$ cat src/design/ulm_pkg.sv
// constants for the serial port line and modem status block
package ulm_pkg;

  // ****************************************************************
  // register indices (byte address is four times the index)
  // ****************************************************************
  localparam logic [2:0] CTL_IDX   = 3'h4;
  localparam logic [2:0] LSTAT_IDX = 3'h5;
  localparam logic [2:0] MSTAT_IDX = 3'h6;
  localparam logic [2:0] SPARE_IDX = 3'h7;

  // ****************************************************************
  // field positions
  // ****************************************************************
  localparam int CTL_TERM    = 0;
  localparam int CTL_SEND    = 1;
  localparam int CTL_AUXA    = 2;
  localparam int CTL_AUXB    = 3;
  localparam int CTL_LOOP    = 4;
  localparam int CTL_USED    = 5;
  localparam int TAG_PAR     = 0;
  localparam int TAG_FRM     = 1;
  localparam int TAG_BRK     = 2;
  localparam int MSTAT_CLEAR = 0;
  localparam int MSTAT_SETRD = 1;
  localparam int MSTAT_RING  = 2;
  localparam int MSTAT_CARR  = 3;

  // ****************************************************************
  // reset values and timing counts
  // ****************************************************************
  localparam logic [7:0] CTL_RST         = 8'h00;
  localparam logic [7:0] SPARE_RST       = 8'h00;
  localparam logic [3:0] MSTAT_STATE_RST = 4'h0;
  localparam logic [3:0] HALF_BIT_TICKS = 4'h8;

endpackage : ulm_pkg

$ cat src/design/ulm_status.sv
// line status, modem status, modem control and spare byte registers
`timescale 1ns/1ps
`default_nettype none
module ulm_status
  import ulm_pkg::*;
#(
  parameter int ADDR_W = 8,
  parameter int DEPTH  = 16
) (
  input  wire logic              pclk,
  input  wire logic              presetn,
  input  wire logic              psel,
  input  wire logic              penable,
  input  wire logic              pwrite,
  input  wire logic [ADDR_W-1:0] paddr,
  input  wire logic [31:0]       pwdata,
  output logic      [31:0]       prdata,
  output logic                   pready,
  output logic                   pslverr,
  input  wire logic              fifo_mode,
  input  wire logic              ier_line_en,
  input  wire logic              ier_tx_en,
  input  wire logic              ier_modem_en,
  input  wire logic              tx_shift_out,
  input  wire logic              tx_hold_write,
  input  wire logic              tx_hold_to_shift,
  input  wire logic              tx_shift_busy,
  input  wire logic              tx_fifo_empty,
  input  wire logic              rx_char_done,
  input  wire logic              rx_char_parity_bad,
  input  wire logic              rx_char_frame_bad,
  input  wire logic              rx_char_break,
  input  wire logic              rx_buf_read,
  input  wire logic              baud_tick16,
  input  wire logic              serial_in,
  input  wire logic              clear_in_n,
  input  wire logic              set_ready_in_n,
  input  wire logic              ring_in_n,
  input  wire logic              carrier_in_n,
  output logic                   serial_out,
  output logic                   rx_line,
  output logic                   rx_restart_ok,
  output logic                   term_ready_out_n,
  output logic                   send_req_out_n,
  output logic                   irq_pin_out,
  output logic                   irq_pin_oe,
  output logic                   line_stat_irq,
  output logic                   tx_empty_irq,
  output logic                   modem_stat_irq
);

  localparam int AW = (DEPTH > 1) ? $clog2(DEPTH) : 1;

  typedef struct packed {
    logic [7:0]             ctl;
    logic [7:0]             spare;
    logic [31:0]            prdata;
    logic                   pready;
    logic                   pslverr;
    logic                   mode;
    logic [DEPTH-1:0][2:0]  tags;
    logic [AW-1:0]          rd_ptr;
    logic [AW-1:0]          wr_ptr;
    logic [AW:0]            count;
    logic [AW:0]            err_cnt;
    logic                   oe;
    logic                   par_err;
    logic                   frm_err;
    logic                   brk;
    logic                   hold_empty;
    logic [3:0]             mstate;
    logic [3:0]             mdelta;
    logic                   ser_out;
    logic                   rx_line;
    logic                   rx_ok;
    logic [3:0]             idle_cnt;
    logic                   term_n;
    logic                   send_n;
    logic                   irq;
    logic                   irq_oe;
    logic                   ls_irq;
    logic                   tx_irq;
    logic                   ms_irq;
  } ulm_state_t;

  ulm_state_t r_ff;
  ulm_state_t nxt_r;

  // ****************************************************************
  // pin synchronisers
  // ****************************************************************
  // serial in shares the filter so all pins see the same latency
  // the filter costs four cycles but rejects single-cycle glitches
  logic [4:0] pins_sync;

  ulm_sync3 #(
    .W       (5),
    .RST_VAL (5'h1F)
  ) u_pins (
    .pclk     (pclk),
    .presetn  (presetn),
    .async_in ({serial_in, carrier_in_n, ring_in_n, set_ready_in_n, clear_in_n}),
    .sync_out (pins_sync)
  );

  // ****************************************************************
  // helpers
  // ****************************************************************
  function automatic logic reg_hit(input logic [ADDR_W-1:0] a);
    reg_hit = (a[1:0] == 2'h0) && (a[ADDR_W-1:5] == '0) && a[4];
  endfunction : reg_hit

  function automatic logic [AW-1:0] ptr_inc(input logic [AW-1:0] p);
    ptr_inc = (p == AW'(DEPTH - 1)) ? '0 : AW'(p + 1'b1);
  endfunction : ptr_inc

  logic              loop;
  logic [2:0]        idx;
  logic              setup;
  logic              rd_done;
  logic              wr_done;
  logic              stat_rd;
  logic              mod_rd;
  logic [AW:0]       cap;
  logic              full;
  logic              pop;
  logic              push;
  logic              overrun_ev;
  logic [2:0]        in_tag;
  logic [2:0]        head_tag;
  logic              head_ev;
  logic [3:0]        msrc;
  logic [7:0]        stat_val;
  logic [7:0]        mod_val;
  logic [7:0]        rd_val;

  assign loop    = r_ff.ctl[CTL_LOOP];
  assign idx     = paddr[4:2];
  assign setup   = psel & ~penable;
  assign rd_done = psel & penable & r_ff.pready & ~pwrite;
  assign wr_done = psel & penable & r_ff.pready & pwrite;
  // side effects only on a completed read, not on a write
  assign stat_rd = rd_done & reg_hit(paddr) & (idx == LSTAT_IDX);
  assign mod_rd  = rd_done & reg_hit(paddr) & (idx == MSTAT_IDX);

  // non-fifo mode behaves as a one-entry queue
  assign cap        = fifo_mode ? (AW+1)'(DEPTH) : (AW+1)'(1);
  assign full       = (r_ff.count >= cap);
  assign pop        = rx_buf_read & (r_ff.count != '0);
  assign push       = rx_char_done & (~full | pop);
  assign overrun_ev = rx_char_done & full & ~pop;
  assign in_tag     = {rx_char_break, rx_char_frame_bad, rx_char_parity_bad};

  // ****************************************************************
  // head of queue presentation
  // ****************************************************************
  always_comb begin
    head_tag = 3'h0;
    head_ev  = 1'b0;
    if (push && (r_ff.count == '0)) begin
      head_tag = in_tag;
      head_ev  = 1'b1;
    end else if (pop && push && (r_ff.count == (AW+1)'(1))) begin
      // the arriving character replaces the one just read at the head
      head_tag = in_tag;
      head_ev  = 1'b1;
    end else if (pop && (r_ff.count > (AW+1)'(1))) begin
      head_tag = r_ff.tags[ptr_inc(r_ff.rd_ptr)];
      head_ev  = 1'b1;
    end
  end

  // loopback feeds control bits back as modem inputs
  assign msrc = loop ? {r_ff.ctl[CTL_AUXB], r_ff.ctl[CTL_AUXA],
                        r_ff.ctl[CTL_TERM], r_ff.ctl[CTL_SEND]}
                     : ~pins_sync[3:0];

  // idle flag is live so a shifter finishing shows without a strobe
  assign stat_val = {fifo_mode & (r_ff.err_cnt != '0),
                     r_ff.hold_empty & ~tx_shift_busy,
                     r_ff.hold_empty, r_ff.brk, r_ff.frm_err, r_ff.par_err, r_ff.oe,
                     (r_ff.count != '0)};
  assign mod_val  = {r_ff.mstate, r_ff.mdelta};

  always_comb begin
    unique case (idx)
      CTL_IDX:   rd_val = r_ff.ctl;
      LSTAT_IDX: rd_val = stat_val;
      MSTAT_IDX: rd_val = mod_val;
      SPARE_IDX: rd_val = r_ff.spare;
      default: rd_val = 8'h00;
    endcase
  end

  // ****************************************************************
  // next state
  // ****************************************************************
  always_comb begin
    nxt_r = r_ff;

    // bus: data prepared in setup, answered in the first access cycle
    nxt_r.pready  = setup;
    nxt_r.pslverr = setup & ~reg_hit(paddr);
    nxt_r.prdata  = (setup && !pwrite && reg_hit(paddr)) ? {24'h0, rd_val} : 32'h0;

    if (wr_done && reg_hit(paddr)) begin
      if (idx == CTL_IDX) begin
        nxt_r.ctl = {3'h0, pwdata[CTL_USED-1:0]};
      end
      if (idx == SPARE_IDX) begin
        nxt_r.spare = pwdata[7:0];
      end
    end

    // receive queue of error tags, flushed on a mode change
    nxt_r.mode = fifo_mode;
    if (fifo_mode != r_ff.mode) begin
      nxt_r.rd_ptr  = '0;
      nxt_r.wr_ptr  = '0;
      nxt_r.count   = '0;
      nxt_r.err_cnt = '0;
    end else begin
      if (push) begin
        nxt_r.tags[r_ff.wr_ptr] = in_tag;
        nxt_r.wr_ptr            = ptr_inc(r_ff.wr_ptr);
      end
      if (pop) begin
        nxt_r.rd_ptr = ptr_inc(r_ff.rd_ptr);
      end
      nxt_r.count   = (AW+1)'(r_ff.count + push - pop);
      nxt_r.err_cnt = (AW+1)'(r_ff.err_cnt + (push & (|in_tag))
                      - (pop & (|r_ff.tags[r_ff.rd_ptr])));
    end

    // error flags: clear on status read, a new event wins
    // a character landing in the read cycle must not be lost by the clear
    if (stat_rd) begin
      nxt_r.oe      = 1'b0;
      nxt_r.par_err = 1'b0;
      nxt_r.frm_err = 1'b0;
      nxt_r.brk     = 1'b0;
    end
    if (overrun_ev) begin
      nxt_r.oe = 1'b1;
    end
    if (head_ev) begin
      nxt_r.par_err = nxt_r.par_err | head_tag[TAG_PAR];
      nxt_r.frm_err = nxt_r.frm_err | head_tag[TAG_FRM];
      nxt_r.brk     = nxt_r.brk | head_tag[TAG_BRK];
    end

    // new data in the holding register outranks the transfer
    if (fifo_mode) begin
      nxt_r.hold_empty = tx_fifo_empty;
    end else if (tx_hold_write) begin
      nxt_r.hold_empty = 1'b0;
    end else if (tx_hold_to_shift) begin
      nxt_r.hold_empty = 1'b1;
    end

    // modem state and deltas; ring counts only its trailing edge
    nxt_r.mstate = msrc;
    if (mod_rd) begin
      nxt_r.mdelta = 4'h0;
    end
    nxt_r.mdelta = nxt_r.mdelta | {
      msrc[MSTAT_CARR] ^ r_ff.mstate[MSTAT_CARR],
      r_ff.mstate[MSTAT_RING] & ~msrc[MSTAT_RING],
      msrc[MSTAT_SETRD] ^ r_ff.mstate[MSTAT_SETRD],
      msrc[MSTAT_CLEAR] ^ r_ff.mstate[MSTAT_CLEAR]};

    // serial path
    nxt_r.ser_out = loop | tx_shift_out;
    nxt_r.rx_line = loop ? tx_shift_out : pins_sync[4];
    nxt_r.term_n  = loop | ~r_ff.ctl[CTL_TERM];
    nxt_r.send_n  = loop | ~r_ff.ctl[CTL_SEND];

    // no hold after a framing error, so a low line may start a character
    // only a break blocks the restart; the receiver owns the resync
    if (rx_char_break) begin
      nxt_r.rx_ok    = 1'b0;
      nxt_r.idle_cnt = 4'h0;
    end else if (!r_ff.rx_ok) begin
      if (!r_ff.rx_line) begin
        nxt_r.idle_cnt = 4'h0;
      end else if (baud_tick16) begin
        if (r_ff.idle_cnt == HALF_BIT_TICKS - 4'h1) begin
          nxt_r.rx_ok    = 1'b1;
          nxt_r.idle_cnt = 4'h0;
        end else begin
          nxt_r.idle_cnt = r_ff.idle_cnt + 4'h1;
        end
      end
    end

    // interrupt requests follow the updated flags
    nxt_r.ls_irq = ier_line_en & (nxt_r.oe | nxt_r.par_err | nxt_r.frm_err | nxt_r.brk);
    nxt_r.tx_irq = ier_tx_en & nxt_r.hold_empty;
    nxt_r.ms_irq = ier_modem_en & (|nxt_r.mdelta);
    nxt_r.irq    = nxt_r.ls_irq | nxt_r.tx_irq | nxt_r.ms_irq;
    nxt_r.irq_oe = nxt_r.ctl[CTL_AUXB];
  end

  always_ff @(posedge pclk or negedge presetn) begin
    if (!presetn) begin
      r_ff            <= '0;
      r_ff.ctl        <= CTL_RST;
      r_ff.spare      <= SPARE_RST;
      r_ff.mstate     <= MSTAT_STATE_RST;
      r_ff.hold_empty <= 1'b1;
      r_ff.rx_ok      <= 1'b1;
      r_ff.ser_out    <= 1'b1;
      r_ff.rx_line    <= 1'b1;
      r_ff.term_n     <= 1'b1;
      r_ff.send_n     <= 1'b1;
    end else begin
      r_ff <= nxt_r;
    end
  end

  // ****************************************************************
  // outputs
  // ****************************************************************
  assign prdata           = r_ff.prdata;
  assign pready           = r_ff.pready;
  assign pslverr          = r_ff.pslverr;
  assign serial_out       = r_ff.ser_out;
  assign rx_line          = r_ff.rx_line;
  assign rx_restart_ok    = r_ff.rx_ok;
  assign term_ready_out_n = r_ff.term_n;
  assign send_req_out_n   = r_ff.send_n;
  assign irq_pin_out      = r_ff.irq;
  assign irq_pin_oe       = r_ff.irq_oe;
  assign line_stat_irq    = r_ff.ls_irq;
  assign tx_empty_irq     = r_ff.tx_irq;
  assign modem_stat_irq   = r_ff.ms_irq;

endmodule : ulm_status
`default_nettype wire

$ cat src/design/ulm_sync3.sv
// three-stage input synchroniser with agreement filter
`timescale 1ns/1ps
`default_nettype none
module ulm_sync3 #(
  parameter int          W       = 1,
  parameter logic [W-1:0] RST_VAL = '0
) (
  input  wire logic         pclk,
  input  wire logic         presetn,
  input  wire logic [W-1:0] async_in,
  output logic      [W-1:0] sync_out
);

  typedef struct packed {
    logic [W-1:0] s1;
    logic [W-1:0] s2;
    logic [W-1:0] s3;
    logic [W-1:0] stable;
  } ulm_sync_t;

  ulm_sync_t r_ff;
  ulm_sync_t nxt_r;

  always_comb begin
    nxt_r    = r_ff;
    nxt_r.s1 = async_in;
    nxt_r.s2 = r_ff.s1;
    nxt_r.s3 = r_ff.s2;
    // a bit only changes once stages two and three agree
    for (int i = 0; i < W; i++) begin
      if (r_ff.s2[i] == r_ff.s3[i]) begin
        nxt_r.stable[i] = r_ff.s3[i];
      end
    end
  end

  always_ff @(posedge pclk or negedge presetn) begin
    if (!presetn) begin
      r_ff <= {RST_VAL, RST_VAL, RST_VAL, RST_VAL};
    end else begin
      r_ff <= nxt_r;
    end
  end

  assign sync_out = r_ff.stable;

endmodule : ulm_sync3
`default_nettype wire

$ cat config.mk
export PLATFORM = sky130hd
export DESIGN_NAME = ulm_status
export DESIGN_NICKNAME = d
export VERILOG_FILES = /design/src/design/ulm_pkg.sv /design/src/design/ulm_status.sv /design/src/design/ulm_sync3.sv
export SDC_FILE = /design/constraint.sdc
export NUM_CORES = 1
export LEC_CHECK = 0
export BUFFER_PORTS_ARGS = -buffer_cell sky130_fd_sc_hd__buf_2
export CAP_MARGIN = 20
export CORE_MARGIN = 3
export CORE_UTILIZATION = 56
export DETAILED_ROUTE_END_ITERATION = 6
export GPL_TIMING_DRIVEN = 0
export PLACE_DENSITY = 0.79
export SKIP_LAST_GASP = 1
export SYNTH_ARGS = -nofsm -noshare
export SYNTH_HDL_FRONTEND = slang
export SYNTH_SLANG_ARGS = --single-unit
$ cat constraint.sdc
create_clock -name pclk -period 5.46 [get_ports pclk]
set_clock_uncertainty 0.1 [all_clocks]
set_input_delay 1.092 -clock pclk [delete_from_list [all_inputs] [get_ports pclk]]
set_output_delay 1.092 -clock pclk [all_outputs]
set_load 0.03 [all_outputs]
==> qor.csv <==
metric,value,unit
status,"finished, final reports clean",
drv_cap,0,
synth_edf_count,0,
dp_hpwl,11000,um
clock-sinks,136,
firstDrtPassIters,5,
cp_data_arrival_time,4.69,ns
p_comb_frac,0.270,
yosysTopAreaCellShare,0.401,
setup_viol,0,
slew_headroom,0.473,
synthMostInstantiatedCell,dfrtp_1,
synthCells,616,
ys_async_sr_fraction,1.00,
cp_slowest_cell,or3_1,
p_seq_frac,0.379,
cp-end-kind,flip-flop,
ant_nets,0,
n_fill_cell,861,
critPathCapture,r_ff[31],
syn_area_per_cell,11.1,sq um
clkPwrFrac,0.350,
htree_levels,4,
initial_core_util,0.585,
nets,810,
switchingPower,1020,uW
grt_pass1_vias,4963,
r2r-end,r_ff[31],
start_kind,primary input,
hold_violations,0,
routed_wl,15000,um
insertion_delay,0.42,ns
clkTransAtPathRegs,0.06,ns
critPathMostFrequentCell,inv_1,
min_period,4.45,ns
yosysUniqueCellTypes,65,
vias,4998,
drt_iter0_drc,603,
place_area,7460,sq um
hp-class,reg2reg,
p_leak,0.00380,uW
worstPathCellList,buf_2 -> clkbuf_1 -> inv_1 -> ha_1 -> and3b_1 -> o31ai_1 -> nand2_1 -> a21boi_2 -> buf_2 -> o31ai_1 -> ha_1 -> inv_1 -> ha_1 -> inv_1 -> fa_1 -> inv_1 -> a21oi_1 -> nor2_1 -> or3_1 -> a21oi_1,
clk_path_buf_depth,2,
cts_tree,yes,
final.period_utilization,0.816,
antenna_found_initial,0,
detail_route.drc_violations,0,
synth_common_cells,"dfrtp_1 (110), mux2_2 (65), nor2_1 (45)",
grt.total_usage,0.234,
ys_ff_latch,136,
r2r_start,r_ff[41],
grt_pass1_wl,24400,um
core,11700,sq um
synthesis.area,6860,sq um
fmax,0.224,GHz
yosysSeqAreaShare,0.501,
synth_flop_cell,dfrtp_1,
critPathBufInv,7,
drive_above_1_share,0.331,
worst-path-stages,20,
sw_frac_of_total,0.318,
antenna_cells,0,
ios,109,
postCtsSetupBuffers,0,
hold_slack,0.255,ns
stdcell_area,8040,sq um
rrSetupSlack,1.25,ns
dieHeight,117,um
num_rows,39,
cts_resized,0,
fin_setup_tns,0,ns
synth_top_cell_by_area,dfrtp_1,
r2r_cells,17,
area_growth,17.3,%
worst_pin_slew,0.787,ns
cts_made_buffers,17,
p_int,2190,uW
critPathMaxStageDelay,0.34,ns
critPathRequiredTime,5.69,ns
crit_type,in2reg,
grt_max_degree,85,
hold_buffers,0,
rsz0062_at_grt,no,
cts_root_buffer,clkbuf_16,
peakVddDrop,0.000274,V
crit_path_start,fifo_mode,
finalMaxSlewViolations,0,
synthTopCellsByArea,"dfrtp_1 (40%), mux2_2 (11%), dfstp_2 (10%)",
globalplace.congestion,0.938,
cp_max_fo,10,
crit_family,adder cells,
power_density,399,nW/um^2
chipWidth,117,um
wl_per_cell,17.2,um
routed_via_density,5.71,
io_buffers,60,
die_area,13600,sq um
grt_overflow,0,
synth_warnings,0,
routing by layer:
metal	up-vias	track usage	part of all wire
li1	2328	-	-
met1	2425	0.294	0.42
met2	214	0.391	0.49
met3	31	0.0575	0.064
met4	0	0.0917	0.023
met5	-	0	0
worst reg2reg max path, cell delays in order, from the launching register on:
cell      delay (ns)
dfrtp_1         0.39
buf_2           0.26
buf_1           0.46
clkbuf_1        0.47
a21oi_1         0.17
mux4_2          0.50
a21oi_1         0.20
nor2_1          0.07
ha_1            0.29
inv_1           0.04
ha_1            0.18
inv_1           0.07
fa_1            0.20
inv_1           0.05
a21oi_1         0.14
nor2_1          0.07
or3_1           0.34
a21oi_1         0.14
how the worst min path moves through the flow:
stage	start	endpoint	slack [ns]	cells past startpoint
after global placement	u_pins.nxt_r[11]	u_pins.nxt_r[6]	0.25	0
after global routing	u_pins.nxt_r[13]	u_pins.nxt_r[8]	0.26	0
after floorplan	u_pins.nxt_r[10]	u_pins.nxt_r[5]	0.25	0
final	u_pins.nxt_r[13]	u_pins.nxt_r[8]	0.26	0
after detailed placement	u_pins.nxt_r[13]	u_pins.nxt_r[8]	0.25	0
after CTS	u_pins.nxt_r[13]	u_pins.nxt_r[8]	0.25	0
power by group through the flow:
stage               Sequential [uW]  Combinational [uW]  Clock, uW
finish                         1220                 867       1120
global route                   1230                 974       1190
CTS                            1210                 863       1140
detailed placement             1230                 861          0
global placement               1220                 813          0
floorplan                      1210                 639          0
cells by family after synthesis:
| kind of cell | count (synthesis) | synth area share |
|---|---|---|
| AOI/OAI and AO/OA | 106 | 0.102 |
| xor gates and xnor gates | 12 | 0.0153 |
| adders and majority gates | 31 | 0.0569 |
| buffers and inverters | 90 | 0.0673 |
| DFF | 136 | 0.501 |
| muxes | 77 | 0.135 |
| other | 1 | 0.000547 |
| and+or+nand+nor | 163 | 0.122 |
through the flow:
step	util	worst slack (ns)	total power, uW	instances
floorplan	-	1.21	1850	639
global placement	0.634	0.712	2040	842
detailed placement	0.637	0.555	2090	843
CTS	0.687	0.995	3220	875
global route	0.687	0.632	3390	875
finish	0.687	1.01	3210	875
final cells by class:
cell class / instances / area, sq um / area share
Buffer: 56 / 334 / 0.0415
Clock buffer: 22 / 464 / 0.0577
Clock inverter: 10 / 120 / 0.0149
Inverter: 34 / 128 / 0.0159
Multi-Input combinational cell: 413 / 3050 / 0.379
Sequential cell: 136 / 3440 / 0.427
Tap cell: 143 / 179 / 0.0223
Timing Repair Buffer: 61 / 334 / 0.0415
placed cells by master, fill, tap and decap left out, drive strengths merged, types with 5 or more instances in the layout:
master,instances
conb,24
mux2,65
clkbuf,39
xor2,5
maj3,5
nand2,44
nor4,11
a31oi,11
clkinvlp,5
mux2i,6
nor2,45
and2,7
buf,100
ha,24
a211oi,6
nor3,17
dfrtp,110
o21ai,25
inv,35
nand2b,7
a21oi,31
dfstp,26
nand3,9
xnor2,7
mux4,6
flip-flops by register name, summed over array words and instances (netlist names):
name,count
send_req_out_n,1
rx_restart_ok,1
u_pins.sync_out,5
u_pins.nxt_r,10
irq_pin_out,1
modem_stat_irq,1
r_ff,88
mod_val,8
pready,1
term_ready_out_n,1
u_pins.r_ff,5
loop,1
pslverr,1
line_stat_irq,1
serial_out,1
rx_line,1
tx_empty_irq,1
prdata,8
Power figures use the tool's default switching activity.
